## src/logic/fiv_defines.vh

```
// register map, field layout and reset values of the fast interrupt vectoring block
`ifndef FIV_DEFINES_VH
`define FIV_DEFINES_VH

// ----------------------------------------------------------------------
// register indices; byte address is four times the index
// ----------------------------------------------------------------------
`define FIV_IDX_VECTOR_BASE 6'h05
`define FIV_IDX_FAST0_SEL 6'h06
`define FIV_IDX_FAST0_LOW 6'h07
`define FIV_IDX_FAST0_HIGH 6'h08
`define FIV_IDX_FAST1_SEL 6'h09
`define FIV_IDX_FAST1_LOW 6'h0a
`define FIV_IDX_FAST1_HIGH 6'h0b
`define FIV_IDX_STATUS 6'h0f

// ----------------------------------------------------------------------
// field positions
// ----------------------------------------------------------------------
`define FIV_LOW_MSB 15
`define FIV_HIGH_MSB 4
`define FIV_SEL_MSB 5
`define FIV_VBASE_MSB 13
`define FIV_NUM_MSB 6
`define FIV_ADDR_MSB 20
`define FIV_ST_FAST0_BIT 7
`define FIV_ST_FAST1_BIT 8
`define FIV_ST_PEND_BIT 14
`define FIV_ST_IRQ_BIT 15

// ----------------------------------------------------------------------
// reset values
// ----------------------------------------------------------------------
`define FIV_RST_LOW 16'h0000
`define FIV_RST_HIGH 5'h00
`define FIV_RST_SEL 6'h00
`define FIV_RST_VBASE 14'h0000
`define FIV_RST_VECTOR 21'h000000
`define FIV_RST_STATUS 16'h0000

`endif

```

## src/logic/fiv_top.v

```verilog
// fast interrupt vectoring: registers, arbitration and vector address to the core
`timescale 1ns/1ns
`include "fiv_defines.vh"

// Notes on behaviour
// - fast0_vector_addr_low holds the low 16 bits of the fast 0 service address.
// - fast0_vector_addr_high bits 4..0 hold the top five bits of the fast 0 address.
// - unused upper bits of the high and select registers read zero and ignore writes.
// - fast1_source_select bits 5..0 name the source handled as fast interrupt 1.
// - a taken fast interrupt hands the core its own service address, no jump table.
// - a fast source beats every non-fast level-2 request regardless of table position.
// - with both fast interrupts pending, fast interrupt 0 is served first.
// - fast1_vector_addr_low holds the low 16 bits of the fast 1 service address.
// - fast0_source_select bits 5..0 name the source handled as fast interrupt 0.
// - fast1_vector_addr_high bits 4..0 hold the top five bits of the fast 1 address.
// - other interrupts get the 14-bit vector base above a 7-bit vector number.
module fiv_top #(
    parameter NUM_IRQ = 64,
    parameter ADDR_W = 8
) (
    // clock, reset, enable
    input wire clk_in,
    input wire rst_in,
    input wire ce_in,
    // avalon-mm slave
    input wire [ADDR_W-1:0] avs_address_in,
    input wire avs_read_in,
    input wire avs_write_in,
    input wire [31:0] avs_writedata_in,
    input wire [3:0] avs_byteenable_in,
    output wire [31:0] avs_readdata_out,
    output wire avs_waitrequest_out,
    // interrupt sources
    input wire [NUM_IRQ-1:0] irq_pending_in,
    input wire [NUM_IRQ-1:0] irq_level2_in,
    input wire ext_req_in,
    input wire [6:0] ext_vec_in,
    // core side
    input wire core_ack_in,
    output wire core_irq_out,
    output wire [20:0] vector_address_output_out,
    output wire fast0_active_out,
    output wire fast1_active_out
);

    // ------------------------------------------------------------------
    // helpers
    // ------------------------------------------------------------------
    function [15:0] merge16;
        input [15:0] old;
        input [31:0] wdata;
        input [3:0] be;
        begin
            merge16 = old;
            if (be[0]) begin
                merge16[7:0] = wdata[7:0];
            end
            if (be[1]) begin
                merge16[15:8] = wdata[15:8];
            end
        end
    endfunction

    // ------------------------------------------------------------------
    // registers
    // ------------------------------------------------------------------
    reg [`FIV_VBASE_MSB:0] vector_base_q;
    reg [`FIV_SEL_MSB:0] fast0_source_select_q;
    reg [`FIV_LOW_MSB:0] fast0_vector_addr_low_q;
    reg [`FIV_HIGH_MSB:0] fast0_vector_addr_high_q;
    reg [`FIV_SEL_MSB:0] fast1_source_select_q;
    reg [`FIV_LOW_MSB:0] fast1_vector_addr_low_q;
    reg [`FIV_HIGH_MSB:0] fast1_vector_addr_high_q;

    reg [`FIV_NUM_MSB:0] taken_num_q;
    reg taken_fast0_q;
    reg taken_fast1_q;

    reg ack_q;
    reg [31:0] rdata_q;

    reg irq_q;
    reg [`FIV_ADDR_MSB:0] vector_q;
    reg fast0_q;
    reg fast1_q;
    reg [`FIV_NUM_MSB:0] num_q;

    // ------------------------------------------------------------------
    // bus decode
    // ------------------------------------------------------------------
    wire [5:0] reg_idx = avs_address_in[7:2];
    wire bus_req = avs_read_in | avs_write_in;
    wire wr_go = avs_write_in & ack_q & ce_in;

    // one wait cycle, answer on the second cycle of a request
    assign avs_waitrequest_out = bus_req & ~ack_q;
    assign avs_readdata_out = rdata_q;

    always @(posedge clk_in) begin
        if (rst_in) begin
            ack_q <= 1'b0;
        end else if (ce_in) begin
            ack_q <= bus_req & ~ack_q;
        end
    end

    // ------------------------------------------------------------------
    // register writes
    // ------------------------------------------------------------------
    wire [15:0] wr_vbase = merge16({2'b00, vector_base_q}, avs_writedata_in,
                                   avs_byteenable_in);
    wire [15:0] wr_sel0 = merge16({10'h000, fast0_source_select_q}, avs_writedata_in,
                                  avs_byteenable_in);
    wire [15:0] wr_low0 = merge16(fast0_vector_addr_low_q, avs_writedata_in,
                                  avs_byteenable_in);
    wire [15:0] wr_high0 = merge16({11'h000, fast0_vector_addr_high_q}, avs_writedata_in,
                                   avs_byteenable_in);
    wire [15:0] wr_sel1 = merge16({10'h000, fast1_source_select_q}, avs_writedata_in,
                                  avs_byteenable_in);
    wire [15:0] wr_low1 = merge16(fast1_vector_addr_low_q, avs_writedata_in,
                                  avs_byteenable_in);
    wire [15:0] wr_high1 = merge16({11'h000, fast1_vector_addr_high_q}, avs_writedata_in,
                                   avs_byteenable_in);

    always @(posedge clk_in) begin
        if (rst_in) begin
            vector_base_q <= `FIV_RST_VBASE;
            fast0_source_select_q <= `FIV_RST_SEL;
            fast0_vector_addr_low_q <= `FIV_RST_LOW;
            fast0_vector_addr_high_q <= `FIV_RST_HIGH;
            fast1_source_select_q <= `FIV_RST_SEL;
            fast1_vector_addr_low_q <= `FIV_RST_LOW;
            fast1_vector_addr_high_q <= `FIV_RST_HIGH;
        end else if (wr_go) begin
            case (reg_idx)
                `FIV_IDX_VECTOR_BASE: begin
                    vector_base_q <= wr_vbase[`FIV_VBASE_MSB:0];
                end
                `FIV_IDX_FAST0_SEL: begin
                    fast0_source_select_q <= wr_sel0[`FIV_SEL_MSB:0];
                end
                `FIV_IDX_FAST0_LOW: begin
                    fast0_vector_addr_low_q <= wr_low0;
                end
                `FIV_IDX_FAST0_HIGH: begin
                    fast0_vector_addr_high_q <= wr_high0[`FIV_HIGH_MSB:0];
                end
                `FIV_IDX_FAST1_SEL: begin
                    fast1_source_select_q <= wr_sel1[`FIV_SEL_MSB:0];
                end
                `FIV_IDX_FAST1_LOW: begin
                    fast1_vector_addr_low_q <= wr_low1;
                end
                `FIV_IDX_FAST1_HIGH: begin
                    fast1_vector_addr_high_q <= wr_high1[`FIV_HIGH_MSB:0];
                end
                default: begin
                end
            endcase
        end
    end

    // ------------------------------------------------------------------
    // register reads
    // ------------------------------------------------------------------
    reg [15:0] rd_val;

    always @* begin
        rd_val = 16'h0000;
        case (reg_idx)
            `FIV_IDX_VECTOR_BASE: begin
                rd_val = {2'b00, vector_base_q};
            end
            `FIV_IDX_FAST0_SEL: begin
                rd_val = {10'h000, fast0_source_select_q};
            end
            `FIV_IDX_FAST0_LOW: begin
                rd_val = fast0_vector_addr_low_q;
            end
            `FIV_IDX_FAST0_HIGH: begin
                rd_val = {11'h000, fast0_vector_addr_high_q};
            end
            `FIV_IDX_FAST1_SEL: begin
                rd_val = {10'h000, fast1_source_select_q};
            end
            `FIV_IDX_FAST1_LOW: begin
                rd_val = fast1_vector_addr_low_q;
            end
            `FIV_IDX_FAST1_HIGH: begin
                rd_val = {11'h000, fast1_vector_addr_high_q};
            end
            `FIV_IDX_STATUS: begin
                rd_val[`FIV_NUM_MSB:0] = taken_num_q;
                rd_val[`FIV_ST_FAST0_BIT] = taken_fast0_q;
                rd_val[`FIV_ST_FAST1_BIT] = taken_fast1_q;
                rd_val[`FIV_ST_PEND_BIT] = irq_q;
                rd_val[`FIV_ST_IRQ_BIT] = irq_q & ~core_ack_in;
            end
            default: begin
                rd_val = 16'h0000;
            end
        endcase
    end

    // read data captured in the wait cycle, stands in the answer cycle
    always @(posedge clk_in) begin
        if (rst_in) begin
            rdata_q <= 32'h00000000;
        end else if (ce_in && avs_read_in && !ack_q) begin
            rdata_q <= {16'h0000, rd_val};
        end
    end

    // ------------------------------------------------------------------
    // arbitration
    // ------------------------------------------------------------------
    wire arb_req;
    wire [6:0] arb_vec;
    wire arb_fast0;
    wire arb_fast1;

    // fast sources must be level 2 so that the promotion below applies
    fiv_arbiter #(
        .NUM_IRQ(NUM_IRQ)
    ) u_arb (
        .pending_in(irq_pending_in),
        .level2_in(irq_level2_in),
        .fast0_sel_in(fast0_source_select_q),
        .fast1_sel_in(fast1_source_select_q),
        .ext_req_in(ext_req_in),
        .ext_vec_in(ext_vec_in),
        .req_out(arb_req),
        .vec_out(arb_vec),
        .fast0_out(arb_fast0),
        .fast1_out(arb_fast1)
    );

    // ------------------------------------------------------------------
    // vector address forming
    // ------------------------------------------------------------------
    wire [`FIV_ADDR_MSB:0] fast0_addr = {fast0_vector_addr_high_q,
                                         fast0_vector_addr_low_q};
    wire [`FIV_ADDR_MSB:0] fast1_addr = {fast1_vector_addr_high_q,
                                         fast1_vector_addr_low_q};
    wire [`FIV_ADDR_MSB:0] base_addr = {vector_base_q, arb_vec};

    reg [`FIV_ADDR_MSB:0] vector_d;

    always @* begin
        vector_d = base_addr;
        if (arb_fast0) begin
            vector_d = fast0_addr;
        end else if (arb_fast1) begin
            vector_d = fast1_addr;
        end
    end

    always @(posedge clk_in) begin
        if (rst_in) begin
            irq_q <= 1'b0;
            vector_q <= `FIV_RST_VECTOR;
            fast0_q <= 1'b0;
            fast1_q <= 1'b0;
            num_q <= 7'h00;
        end else if (ce_in) begin
            irq_q <= arb_req;
            vector_q <= arb_req ? vector_d : `FIV_RST_VECTOR;
            fast0_q <= arb_fast0;
            fast1_q <= arb_fast1;
            num_q <= arb_vec;
        end
    end

    // ------------------------------------------------------------------
    // record of the interrupt last taken by the core
    // ------------------------------------------------------------------
    always @(posedge clk_in) begin
        if (rst_in) begin
            taken_num_q <= 7'h00;
            taken_fast0_q <= 1'b0;
            taken_fast1_q <= 1'b0;
        end else if (ce_in && core_ack_in && irq_q) begin
            // fast ones show the low address bits of the jump target
            taken_num_q <= (fast0_q | fast1_q) ? vector_q[`FIV_NUM_MSB:0] : num_q;
            taken_fast0_q <= fast0_q;
            taken_fast1_q <= fast1_q;
        end
    end

    // ------------------------------------------------------------------
    // outputs
    // ------------------------------------------------------------------
    assign core_irq_out = irq_q;
    assign vector_address_output_out = vector_q;
    assign fast0_active_out = fast0_q;
    assign fast1_active_out = fast1_q;

endmodule

```

## src/logic/fiv_arbiter.v

```verilog
// level-2 arbitration with fast interrupt promotion
`timescale 1ns/1ns
module fiv_arbiter #(
    parameter NUM_IRQ = 64
) (
    // request lines
    input wire [NUM_IRQ-1:0] pending_in,
    input wire [NUM_IRQ-1:0] level2_in,
    // fast interrupt selections
    input wire [5:0] fast0_sel_in,
    input wire [5:0] fast1_sel_in,
    // winner below level 2 from the rest of the controller
    input wire ext_req_in,
    input wire [6:0] ext_vec_in,
    // result
    output reg req_out,
    output reg [6:0] vec_out,
    output reg fast0_out,
    output reg fast1_out
);

    // ------------------------------------------------------------------
    // helpers
    // ------------------------------------------------------------------
    function is_fast;
        input [5:0] sel;
        input [NUM_IRQ-1:0] pend;
        input [NUM_IRQ-1:0] lvl2;
        begin
            is_fast = pend[sel] & lvl2[sel];
        end
    endfunction

    function [6:0] first_set;
        input [NUM_IRQ-1:0] vec;
        integer i;
        begin
            first_set = 7'h00;
            for (i = NUM_IRQ - 1; i >= 0; i = i - 1) begin
                if (vec[i]) begin
                    first_set = i[6:0];
                end
            end
        end
    endfunction

    // ------------------------------------------------------------------
    // arbitration
    // ------------------------------------------------------------------
    wire [NUM_IRQ-1:0] lvl2_pend = pending_in & level2_in;
    wire hit0 = is_fast(fast0_sel_in, pending_in, level2_in);
    wire hit1 = is_fast(fast1_sel_in, pending_in, level2_in);

    always @* begin
        req_out = 1'b0;
        vec_out = 7'h00;
        fast0_out = 1'b0;
        fast1_out = 1'b0;
        if (hit0) begin
            req_out = 1'b1;
            vec_out = {1'b0, fast0_sel_in};
            fast0_out = 1'b1;
        end else if (hit1) begin
            req_out = 1'b1;
            vec_out = {1'b0, fast1_sel_in};
            fast1_out = 1'b1;
        end else if (|lvl2_pend) begin
            req_out = 1'b1;
            vec_out = first_set(lvl2_pend);
        end else if (ext_req_in) begin
            req_out = 1'b1;
            vec_out = ext_vec_in;
        end
    end

endmodule

```

## config.mk

```make
export PLATFORM = sky130hd
export DESIGN_NAME = fiv_top
export DESIGN_NICKNAME = d
export VERILOG_FILES = /design/src/logic/fiv_top.v /design/src/logic/fiv_arbiter.v
export VERILOG_INCLUDE_DIRS = /design/src /design/src/logic
export SDC_FILE = /design/constraint.sdc
export NUM_CORES = 1
export LEC_CHECK = 0
export BUFFER_PORTS_ARGS = -buffer_cell sky130_fd_sc_hd__buf_2
export CAP_MARGIN = 15
export CELL_PAD_IN_SITES_DETAIL_PLACEMENT = 0
export CELL_PAD_IN_SITES_GLOBAL_PLACEMENT = 1
export CORE_MARGIN = 2
export CORE_UTILIZATION = 34
export CTS_BUF_LIST = sky130_fd_sc_hd__clkbuf_16
export DETAILED_ROUTE_END_ITERATION = 16
export GPL_ROUTABILITY_DRIVEN = 0
export PLACE_DENSITY = 0.78
export SLEW_MARGIN = 20
export SYNTH_ARGS = -nofsm -noshare
export SYNTH_HDL_FRONTEND = slang
export SYNTH_SLANG_ARGS = --single-unit
```

## constraint.sdc

```tcl
create_clock -name clk_in -period 3.5 [get_ports clk_in]
set_clock_uncertainty 0.1 [all_clocks]
set_input_delay 0.175 -clock clk_in [delete_from_list [all_inputs] [get_ports clk_in]]
set_output_delay 0.175 -clock clk_in [all_outputs]
set_load 0.02 [all_outputs]
```

Word level (Yosys, flattened, before mapping):

Index checks and enable logic that the tools add are counted.
Widths: inputs -> output; s select.

* order comparisons: 2
* bitwise gates (word level): 11
* muxes and demuxes: 90
* shift operators: 0
* div/mod/pow operators: 0
* reduce and logical (&&, ||, !) cells: 16
* eq/ne operators: 8
* $add $sub $neg: 0
* $mul: 0

Operator list (count)
* $mux 6: 64
* $pmux 9 s8: 1
* $and 64x64->64: 1
* $reduce_or 64->1: 1
* $mux 21: 3
* $mux 7: 5
* $eq 6x4->1 const B: 5
* $reduce_and 3->1: 10
* $bmux 1 s6: 4
* $eq 6x3->1 const B: 3
* $pmux 5 s3: 1
* $lt 6x7->1 const B: 2
* $mux 1: 11
* $and 1x1->1: 6
* $pmux 2 s3: 1
* $logic_and 1x1->1: 4
* $not 1->1: 2
* $or 1x1->1: 2
* $logic_not 1->1: 1

* bits in writable memories: 0
* memories: 0
* memory bits (read-only): 0
* bits in registers: 125
* bits in latches: 0
* output and inout port bits: 57

Logic depth before layout (Yosys ltp):

Gate-level depths: netlist of the first run.

* depth in word-level cells: 71
* depth in mapped cells: 11

By module:

Synthesis of the first run repeated with hierarchy kept, for this count alone.

* cell total of the unflattened synthesis: 969
* area total of the unflattened synthesis: 8345.5 µm²

Modules (own cells, without submodules)
* fiv_top: cells an instance 621, area an instance 5806.8 µm², instances 1, seq. area each 2502.4 µm²
* fiv_arbiter: cells an instance 348, area an instance 2538.7 µm², instances 1, seq. area each 0.0 µm²

Worst setup path after synthesis of the first run:

Ideal clock, no wire load.

* path type: register to register
* from: reg fast1_source_select_q[2]
* to: reg vector_q[18] (netlist: vector_address_output_out[18])
* buffers on the path: 2
* clock period less this slack: 2.787 ns
* stages on the path, launching flop included: 10
* slack: 0.713 ns
* data arrival time: 2.571 ns
* cell sequence: dfxtp_1 -> buf_6 -> mux4_1 -> mux2_2 -> and2_0 -> mux4_2 -> clkbuf_1 -> o21ai_0 -> a31oi_1 -> a22o_1

* word-level cells in the longest chain between the ends: 8
* elaborated cells between the ends (all ways): 12
* classes of those cells: mux: 11; bitwise: 1

Ends and longest elaborated chain
* from (decl): RTL line fiv_top.v:71 `` reg [`FIV_SEL_MSB:0] fast1_source_select_q; ``
* from (signal assigned): RTL line fiv_top.v:131 `` fast1_source_select_q <= `FIV_RST_SEL; ``
* from (signal assigned): RTL line fiv_top.v:149 `` fast1_source_select_q <= wr_sel1[`FIV_SEL_MSB:0]; ``
* $bmux 1 s6: RTL line fiv_arbiter.v:30 `is_fast = pend[sel] & lvl2[sel];`
* $mux 1 (implied by the code): RTL line fiv_arbiter.v:30
* $and 1x1->1 (*): RTL line fiv_arbiter.v:30
* $mux 1: RTL line fiv_arbiter.v:63 `end else if (hit1) begin`
* $mux 1: RTL line fiv_arbiter.v:59 `if (hit0) begin`
* $mux 21: RTL line fiv_top.v:253 `end else if (arb_fast1) begin`
* $mux 21: RTL line fiv_top.v:251 `if (arb_fast0) begin`
* $mux 21 (no source line) (*)
* to (signal assigned): RTL line fiv_top.v:261 `` vector_q <= `FIV_RST_VECTOR; ``
* to (signal assigned): RTL line fiv_top.v:267 `` vector_q <= arb_req ? vector_d : `FIV_RST_VECTOR; ``
* to (decl): RTL line fiv_top.v:83 `` reg [`FIV_ADDR_MSB:0] vector_q; ``

Every way passes the cells marked *; elsewhere a longest branch is shown, timed or not. The select of a mux whose other input is x is not followed.
A chain may end at the register's enable or synchronous reset.

Final worst setup path of the first run:

* from: reg fast1_source_select_q[2]
* to: reg num_q[4]

* word-level cells in the longest chain between the ends: 5
* elaborated cells between the ends (all ways): 7
* classes of those cells: mux: 6; bitwise: 1

Ends and longest elaborated chain
* $bmux 1 s6: RTL line fiv_arbiter.v:30
* $mux 1 (implied by the code): RTL line fiv_arbiter.v:30
* $and 1x1->1 (*): RTL line fiv_arbiter.v:30
* $mux 7 (*): RTL line fiv_arbiter.v:63
* $mux 7 (*): RTL line fiv_arbiter.v:59
* to (signal assigned): RTL line fiv_top.v:270 `num_q <= arb_vec;`
* to (decl): RTL line fiv_top.v:86 `` reg [`FIV_NUM_MSB:0] num_q; ``

Marks and branches as above.

==> results.ini, run 1 <==
[run_status]
status = completed

[pwr]
power.density_nw_per_um2 = 366.2
vdd_drop_max_v = 0.0003812
p_total_mw = 3.709
p_leak_nw = 3.968

[sta]
fmax_ghz = 0.3083
timing.final.crit_share = 0.9269
period_needed_ps = 3244
holdWs_ps = 7.412
max_slew.worst_pin.slew_ps = 845.4
worst_slack_ps = 255.9
drv_slew = 0
fin_tns_setup_ps = 0
hold_viol_final = 0
rsz0062_at_grt = no
relSlewSlack = 0.4364
setup_viol = 0

[setup_path]
startpoint_type = flip-flop
crit_fanout = 17
r2r_cells = 7
worst_path_largest_cell_delay_ps = 650
worstPathRequired_ps = 3720
critical_path_arrival_ps = 3460
cp-end-kind = flip-flop
r2r_slack_ps = 260
worstSetupPathType = reg2reg
setup.worst_path.start = fast1_source_select_q[2]
r2r-start = fast1_source_select_q[2]
reg2reg_to = num_q[4]
cpMaxStageDelayCell = mux4_2
crit_end = num_q[4]
path_cells = mux4_1 > mux2_2 > and2_0 > mux4_2 > nor2_1 > o211ai_1 > a311oi_1

[global_routing]
grt_pass1_vias = 8247
antenna_found_initial = 3
grt_usage = 0.2411
grt_max_degree = 82
overflow = 0
grt_first_pass_wirelength_mm = 46.32

[run]
cap_violations = 0

[synthesis]
synth-simple-area-share = 0.2205
synthFlopType = dfxtp_1
synth_compound_area_frac = 0.2238
synth_xor_area_frac = 0
synthTopCellsByArea = dfxtp_1 (31%), mux2i_1 (9.9%), mux4_2 (6.7%)
yosysMostFrequentCell = nor2_1
synth_edf_count = 0
synth.cell_area_um2 = 8028
ys_types = 66
yosysTopAreaCell = dfxtp_1
synthesis.instances = 960
synth_adder_area_share = 0
syn_avg_cell_area_um2 = 8.362
async_flop_share = 0
synthMuxAreaShare = 0.1972
synth_top_family_by_area = compound AO/OA/AOI/OAI gates
seq_area_frac_synth = 0.3117
yosys-top-cells-count = nor2_1 (132), nand2_1 (129), dfxtp_1 (125), mux2i_1 (79), nand3_1 (50)
synth_warnings = 0
ys_ff_latch = 125
synth_top_area_share = 0.3117

[cts]
cts_tree = done
cts_made_buffers = 17
insertion_delay_ps = 420
cts-root-buf = clkbuf_16
clk_path_buf_depth = 2
clk_pin_slew_ps = 50
cts_setup_buffers = 0
htree_num_levels = 4
cts.sinks = 125

[worst_hold_path]
min_from = avs_writedata_in[5]
hp-class = in2reg

[floorplanning]
rows = 56
die_x_um = 157.7
coreArea_um2 = 23330
die_y_um = 157.7
start_util = 0.3441
num_io_pins = 243
die_area_um2 = 24860

[placement]
pre_cts_ws_ps = 315.5
placedInstanceArea_um2 = 9440
hpwl_mm = 22.91
dp_cells = 1464
io_buffer_count = 206

[finish]
fin_nets = 1362
synthToLayoutAreaGrowth_pct = 26.17
drive_above_1_share = 0.2551
final_core_util = 0.4341
multi_input_area_um2 = 5210
fillers = 2412
fin_area_um2 = 10130
layout.area.seq_um2 = 2502
finalNonFillerCells = 1509

[drt]
num_vias = 8614
wire_per_inst_um = 19.79
wirelength_mm = 29.86
drt-initial-drc-count = 918
ant_nets = 0
drtPass1Iterations = 9
drc_errors = 0
vias_per_cell = 5.708

==> final cells by class <==
type,count,share of cell area
well taps,319,0.03941
multi-input cells,773,0.5144
flip-flops and latches,125,0.2471
repair buffers,253,0.1408
clock inverters,14,0.01359
clock buffers,17,0.04200
inverters,6,0.002224
diodes,2,0.0004941
==> how the worst min path moves through the flow <==
stage                                                to  slack (ps)  cells past startpoint
after floorplan             fast0_vector_addr_high_q[0]         220                      2
after global placement    vector_address_output_out[15]         340                      2
after detailed placement            avs_readdata_out[9]         340                      2
after CTS                      fast0_source_select_q[5]           4                      3
after global routing         fast0_vector_addr_low_q[5]           3                      3
final                          fast0_source_select_q[5]           7                      3
==> timing repair <==
action                    CTS  global route
hold endpoints to repair   31             0
hold buffers               12             0
resized for setup           0             0
==> layer usage <==
layer / vias up / share of wire / global-route usage
met5: - / 0.00044 / 0
met4: 2 / 0.022 / 0.08355
met3: 46 / 0.070 / 0.03422
met2: 413 / 0.47 / 0.4035
met1: 4084 / 0.43 / 0.3177
li1: 4069 / - / -
==> cell usage in the layout (no fill, tap or decap), types with 5 or more instances in the layout <==
cell	count
o21ai_0	47
nand3_1	50
a211oi_1	8
nor3_1	10
a22oi_1	37
a21oi_1	34
a311oi_1	9
o211ai_1	5
clkbuf_16	17
or3_1	8
buf_4	34
nor2_1	132
mux4_1	7
mux2_2	6
buf_2	206
a32o_1	11
nand2_1	129
inv_1	9
a22o_1	24
conb_1	16
nand4_1	15
mux2i_1	79
mux4_2	24
dlygate4sd3_1	12
nand3b_1	5
nor2b_1	8
a31oi_1	21
and3_1	9
dfxtp_1	125
and4_1	6
a222oi_1	13
nand2b_1	6
==> critical path, delay by kind of cell (launching register included) <==
family	cells	cell delay [ps]
AO/OA/AOI/OAI	2	450
multiplexers	3	1570
flip-flops	1	570
AND/OR/NAND/NOR	2	450
==> flip-flops by register name, indices dropped and copies added, names as in the netlist <==
| name | flops |
|---|---|
| vector_address_output_out | 21 |
| avs_readdata_out | 16 |
| fast0_vector_addr_low_q | 16 |
| fast1_vector_addr_low_q | 16 |
| vector_base_q | 14 |
| num_q | 7 |
| taken_num_q | 7 |
| fast0_source_select_q | 6 |
| fast1_source_select_q | 6 |
| fast0_vector_addr_high_q | 5 |
| fast1_vector_addr_high_q | 5 |
| ack_q | 1 |
| core_irq_out | 1 |
| fast0_active_out | 1 |
| fast1_active_out | 1 |
| taken_fast0_q | 1 |
| taken_fast1_q | 1 |
==> power by group <==
part           internal, mW  switching (mW)  total (mW)
registers              1.44          0.0188        1.46
clock network          1.09           0.609        1.70
logic                 0.216           0.332       0.548
total                  2.75           0.960        3.71
==> kinds of logic (layout without fill, tap and decap cells) <==
kind of cell           Yosys count  in the layout
AO/OA/AOI/OAI                  247            247
other                            1             18
multiplexers                   116            116
AND/OR/NAND/NOR                394            394
flip-flops                     125            125
buffers and inverters           77            290
No activity file was read; power rests on OpenSTA's default activity.
==> inputs of run 2 (changes only) <==
--- a/config.mk
+++ b/config.mk
@@ -11,11 +11,11 @@
 export CELL_PAD_IN_SITES_DETAIL_PLACEMENT = 0
 export CELL_PAD_IN_SITES_GLOBAL_PLACEMENT = 1
 export CORE_MARGIN = 2
-export CORE_UTILIZATION = 34
+export CORE_UTILIZATION = 30
 export CTS_BUF_LIST = sky130_fd_sc_hd__clkbuf_16
 export DETAILED_ROUTE_END_ITERATION = 16
 export GPL_ROUTABILITY_DRIVEN = 0
-export PLACE_DENSITY = 0.78
+export PLACE_DENSITY = 0.7
 export SLEW_MARGIN = 20
 export SYNTH_ARGS = -nofsm -noshare
 export SYNTH_HDL_FRONTEND = slang
==> run 2 against run 1 <==
Sequential power barely moved. Critical path depth unchanged. Via count down 0.67%. Sequential share of layout area fell by 0.17 points. Sequential cell count stayed put. Fmax up 1.8%. Worst hold slack better by 44 ps. Die area up 13%.
==> results.ini, run 2 (synthesis gave the netlist of run 1 again) <==
[worst_hold_path]
worstHoldPathCells = 3  ; unchanged
min_from = avs_writedata_in[2]
min_to = fast0_source_select_q[2]
hp-class = in2reg

[sta]
setup_viol = 0  ; unchanged
fin_tns_setup_ps = 0  ; unchanged
drv_slew = 0  ; unchanged
worst_slack_ps = 313.5  ; +57.60 ps
rsz0062_at_grt = no
relSlewSlack = 0.4753  ; +0.03891
hold_viol_final = 0  ; unchanged
fmax_ghz = 0.3138  ; +1.8%
timing.final.crit_share = 0.9104  ; -0.01646
max_slew.worst_pin.slew_ps = 784.2  ; -61.26 ps
period_needed_ps = 3187  ; -57.60 ps

[drt]
wirelength_mm = 30.60  ; +2.5%
drt-initial-drc-count = 826  ; -10%
wire_per_inst_um = 19.98  ; +0.98%
drtPass1Iterations = 8  ; -1
drc_errors = 0  ; unchanged
ant_nets = 0  ; unchanged
num_vias = 8556  ; -0.67%
vias_per_cell = 5.589  ; -2.1%

[cts]
cts_tree = done
htree_num_levels = 4  ; unchanged
cts-root-buf = clkbuf_16
clk_path_buf_depth = 2  ; unchanged
cts_made_buffers = 17  ; unchanged
cts_setup_buffers = 0  ; unchanged
insertion_delay_ps = 420  ; about the same
cts.sinks = 125  ; unchanged
clk_pin_slew_ps = 60  ; about the same

[setup_path]
critical_path_arrival_ps = 3410  ; -50 ps
crit_fanout = 17  ; unchanged
worstSetupPathType = reg2reg
startpoint_type = flip-flop
r2r_cells = 7  ; unchanged
cp-end-kind = flip-flop
worstPathRequired_ps = 3720  ; about the same
r2r-start = fast1_source_select_q[2]
r2r_slack_ps = 310  ; +60 ps
reg2reg_to = num_q[3]

[finish]
mostFrequentLayoutCells = buf_2 (206), nor2_1 (132), nand2_1 (129)
largest_reg_flops = 21  ; unchanged
synthToLayoutAreaGrowth_pct = 27.03
fin_nets = 1368  ; +0.44%
mostFrequentLayoutCell = buf_2
drive_above_1_share = 0.2596  ; +0.004581
fin_area_um2 = 10200  ; +0.68%

[pwr]
switching_share = 0.2599  ; +0.001001
power_frac_clock = 0.457  ; about the same
p_int_mw = 2.752  ; +0.11%
power.density_nw_per_um2 = 364.6  ; -0.44%
p_total_mw = 3.718  ; +0.24%
p_leak_nw = 3.996  ; +0.71%
p_comb_frac = 0.149  ; about the same
vdd_drop_max_v = 0.0002040  ; -46%
p_seq_frac = 0.394  ; about the same
p_sw_uw = 966.2  ; +0.63%

[floorplanning]
num_io_pins = 243  ; unchanged
die_x_um = 167.6  ; +6.3%
die_area_um2 = 28080  ; +13%
rows = 59  ; +5.4%
coreArea_um2 = 26130  ; +12%
start_util = 0.3072  ; -0.03687
die_y_um = 167.6  ; +6.3%

[global_routing]
grt_usage = 0.2155  ; -0.02563
grt_pass1_vias = 8302  ; +0.67%
grt_first_pass_wirelength_mm = 47.28  ; +2.1%
overflow = 0  ; unchanged
antenna_found_initial = 1  ; -2
grt_max_degree = 63  ; -23%

[placement]
io_buffer_count = 206  ; unchanged
placedInstanceArea_um2 = 9498  ; +0.61%
hpwl_mm = 23.60  ; +3.0%
pre_cts_ws_ps = 364.3  ; +48.83 ps

[run]
cap_violations = 0  ; unchanged

[run_status]
status = completed

==> run 2: cell count changes in the layout (fill, tap and decap cells not counted), sizes merged <==
cell | previous run | this run
buf | 241 | 246
clkinv | 6 | 8
clkinvlp | 1 | 0
dlygate4sd3 | 12 | 13
inv | 10 | 9
==> run 2: layout make-up <==
cell class | count | area, um^2
Antenna cell | 2 | 5.005
Clock buffer | 17 | 425.4
Clock inverter | 14 | 136.4
Fill cell | 2741 | 15940
Inverter | 6 | 22.52
Multi-Input combinational cell | 773 | 5213
Sequential cell | 125 | 2502
Tap cell | 335 | 419.2
Timing Repair Buffer | 259 | 1474
==> run 2: repair_timing <==
action,4_1_cts,5_1_grt
hold buffers,13,0
resized for setup,0,0
endpoints found under the hold margin,36,0
==> run 2: worst max path at each step <==
stage,startpoint,end,cells past startpoint
floorplan,fast1_source_select_q[2],vector_address_output_out[18],9
global placement,fast1_source_select_q[2],num_q[3],7
detailed placement,fast1_source_select_q[2],num_q[3],7
CTS,fast1_source_select_q[2],num_q[3],7
global route,fast1_source_select_q[2],num_q[3],7
finish,fast1_source_select_q[2],num_q[3],7
==> run 2: worst max-delay path: stages, from the launching register on <==
cell,delay (ps)
dfxtp_1,550
mux4_1,610
mux2_2,300
and2_0,170
mux4_2,650
o211ai_2,240
o22ai_1,110
a2111oi_2,350
==> run 2: per-layer routing <==
layer  vias up  track usage  wire length [um]
met5         -            0                 0
met4         0      0.07448               654
met3        41      0.03073              2203
met2       405       0.3558             14280
met1      4033       0.2890             13460
li1       4077            -                 -
==> run 2: metrics by stage <==
step	std cells	hold slack, ps	utilization
finish	1531	51.38	0.3902
global route	1530	47.17	0.3901
global placement	1485	341.3	0.3634
CTS	1529	37.81	0.3899
detailed placement	1485	345.1	0.3634
floorplan	975	218.9	-
==> run 2: power groups by stage <==
stage	Clock (mW)	Combinational, mW	Sequential, mW
floorplan	0	0.293	1.50
global placement	0	0.532	1.49
detailed placement	0	0.534	1.49
CTS	1.73	0.548	1.46
global route	1.80	0.604	1.47
finish	1.70	0.553	1.46
==> inputs of run 3 (changes only) <==
--- a/config.mk
+++ b/config.mk
@@ -10,13 +10,15 @@
 export CAP_MARGIN = 15
 export CELL_PAD_IN_SITES_DETAIL_PLACEMENT = 0
 export CELL_PAD_IN_SITES_GLOBAL_PLACEMENT = 1
-export CORE_MARGIN = 2
+export CORE_MARGIN = 3
 export CORE_UTILIZATION = 30
 export CTS_BUF_LIST = sky130_fd_sc_hd__clkbuf_16
 export DETAILED_ROUTE_END_ITERATION = 16
 export GPL_ROUTABILITY_DRIVEN = 0
 export PLACE_DENSITY = 0.7
+export SETUP_SLACK_MARGIN = 0.3
 export SLEW_MARGIN = 20
 export SYNTH_ARGS = -nofsm -noshare
 export SYNTH_HDL_FRONTEND = slang
 export SYNTH_SLANG_ARGS = --single-unit
+export TNS_END_PERCENT = 5
==> run 3 against run 2 <==
Sequential cell count unchanged. Cell area down 0.42%. Core utilization down 0.27 points. First-iteration DRC count up 8.1%. Die area up 2.4%. Sequential power about the same. Combinational power about the same. Count of clock-buffer cells in the layout unchanged. Worst hold slack worse by 45 ps. Critical path type unchanged.
==> results.ini, run 3 (synthesis gave the netlist of run 1 again) <==
[run_status]
status = completed

[setup_path]
cp_top_family = simple AND/OR/NAND/NOR gates
cp-end-kind = flip-flop
crit_fanout = 7  ; -10
cpMaxStageDelayCell = dfxtp_1
worst_path_largest_cell_delay_ps = 450  ; -200 ps
reg2reg_to = num_q[2]
critical_path_arrival_ps = 3240  ; -170 ps
r2r_slack_ps = 470  ; +160 ps
path_buf_inv = 0  ; unchanged
r2r-start = fast0_source_select_q[2]
worstPathRequired_ps = 3710  ; about the same
r2r_cells = 8  ; +1
worstSetupPathType = reg2reg
path_cells = nor2_1 > o2111ai_1 > and3b_1 > and3_1 > a311oi_4 > nand4_1 > or2_2 > a32o_1
startpoint_type = flip-flop

[global_routing]
antenna_found_initial = 3  ; +2
grt_pass1_vias = 8330  ; +0.34%
grt_max_degree = 102  ; +62%
grt_first_pass_wirelength_mm = 47.73  ; +0.95%
overflow = 0  ; unchanged
grt_usage = 0.2102  ; -0.005287

[sta]
max_slew.worst_pin.slew_ps = 1092  ; +307.8 ps
relSlewSlack = 0.2720  ; -0.2033
rsz0062_at_grt = no
drv_slew = 0  ; unchanged
fmax_ghz = 0.3301  ; +5.2%
setup_viol = 0  ; unchanged
fin_tns_setup_ps = 0  ; unchanged
hold_viol_final = 0  ; unchanged
period_needed_ps = 3029  ; -157.5 ps
timing.final.crit_share = 0.8654  ; -0.04501

[floorplanning]
rows = 59  ; unchanged
die_y_um = 169.6  ; +1.2%
die_x_um = 169.6  ; +1.2%
die_area_um2 = 28760  ; +2.4%
start_util = 0.3063  ; -0.0008653
num_io_pins = 243  ; unchanged
coreArea_um2 = 26210  ; +0.28%

[drt]
wire_per_inst_um = 20.15  ; +0.85%
drc_errors = 0  ; unchanged
wirelength_mm = 30.78  ; +0.58%
drtPass1Iterations = 7  ; -1
vias_per_cell = 5.628  ; +0.71%
ant_nets = 0  ; unchanged
num_vias = 8594  ; +0.44%
drt-initial-drc-count = 893  ; +8.1%

[worst_hold_path]
hp-class = in2reg
min_from = avs_writedata_in[5]
worstHoldPathCells = 3  ; unchanged
min_to = fast0_source_select_q[5]

[finish]
fin_nets = 1363  ; -0.37%
largest_reg_flops = 21  ; unchanged
mostFrequentLayoutCells = buf_2 (206), nor2_1 (132), nand2_1 (129)
synthToLayoutAreaGrowth_pct = 26.50
drive_above_1_share = 0.2630  ; +0.003394
final_core_util = 0.3875  ; -0.002723
mostFrequentLayoutCell = buf_2

[cts]
clk_path_buf_depth = 2  ; unchanged
cts_made_buffers = 17  ; unchanged
cts_tree = done
cts-root-buf = clkbuf_16
clk_pin_slew_ps = 60  ; about the same
cts.sinks = 125  ; unchanged
htree_num_levels = 4  ; unchanged
insertion_delay_ps = 420  ; about the same

[run]
cap_violations = 0  ; unchanged

[placement]
io_buffer_count = 206  ; unchanged
hpwl_mm = 23.83  ; +0.99%

[pwr]
vdd_drop_max_v = 0.0002214  ; +8.5%
p_leak_nw = 3.954  ; -1.0%
power.density_nw_per_um2 = 362.4  ; -0.61%

==> run 3: changes by cell type in the layout (fill, tap and decap cells not counted), sizes merged <==
cell,before,now
clkinvlp,0,4
dlygate4sd3,13,11
inv,9,8
bufinv,3,2
clkinv,8,7
buf,246,243
==> run 3: worst max path at each step <==
stage | start | end | slack (ps) | depth (start not counted)
after floorplan | fast1_source_select_q[2] | vector_address_output_out[18] | 710 | 9
after global placement | fast0_source_select_q[1] | num_q[2] | 440 | 8
after detailed placement | fast0_source_select_q[1] | num_q[2] | 410 | 8
after CTS | fast1_source_select_q[2] | num_q[3] | 400 | 7
after global routing | fast1_source_select_q[1] | num_q[3] | 360 | 9
final | fast0_source_select_q[2] | num_q[2] | 470 | 8
==> run 3: where the power goes <==
| group | leakage, nW | total (mW) | switching, mW | internal, mW |
|---|---|---|---|---|
| sequential | 1.01 | 1.46 | 0.0199 | 1.44 |
| combinational | 2.67 | 0.552 | 0.334 | 0.218 |
| clock | 0.270 | 1.66 | 0.636 | 1.03 |
==> run 3: metrics by stage <==
step	setup WS (ps)	power [mW]	hold WS (ps)	area [um^2]	instances
finish	471.0	3.680	6.621	10150	1527
global placement	440.5	2.023	340.5	9455	1481
detailed placement	408.6	2.026	346.5	9458	1481
CTS	397.5	3.695	6.607	10130	1524
floorplan	712.6	1.791	218.9	8084	975
global route	363.9	3.819	22.20	10150	1527
==> run 3: what timing repair did <==
item                                    CTS  global route
hold endpoints to repair                 29             0
endpoints found under the setup margin    0             7
setup buffers                             0             1
gates resized for setup                   0             3
hold buffers                             11             0
==> run 3: final cells by class <==
cell class | count | area, um^2
Antenna cell | 2 | 5.005
Clock buffer | 17 | 425.4
Clock inverter | 15 | 132.6
Multi-Input combinational cell | 773 | 5214
Fill cell | 2713 | 16050
Timing Repair Buffer | 254 | 1431
Inverter | 6 | 22.52
Sequential cell | 125 | 2505
Tap cell | 335 | 419.2
==> run 3: layer usage <==
| layer | track usage | share of wire | vias to the layer above |
|---|---|---|---|
| li1 | - | - | 4057 |
| met2 | 0.3457 | 0.47 | 348 |
| met1 | 0.2833 | 0.44 | 4138 |
| met3 | 0.03284 | 0.063 | 49 |
| met4 | 0.06828 | 0.026 | 2 |
| met5 | 0 | 0.00065 | - |
==> run 3: tightest hold or removal path: stages <==
cell and delay [ps]:
buf_2 150, mux2i_1 90, nor2_1 70
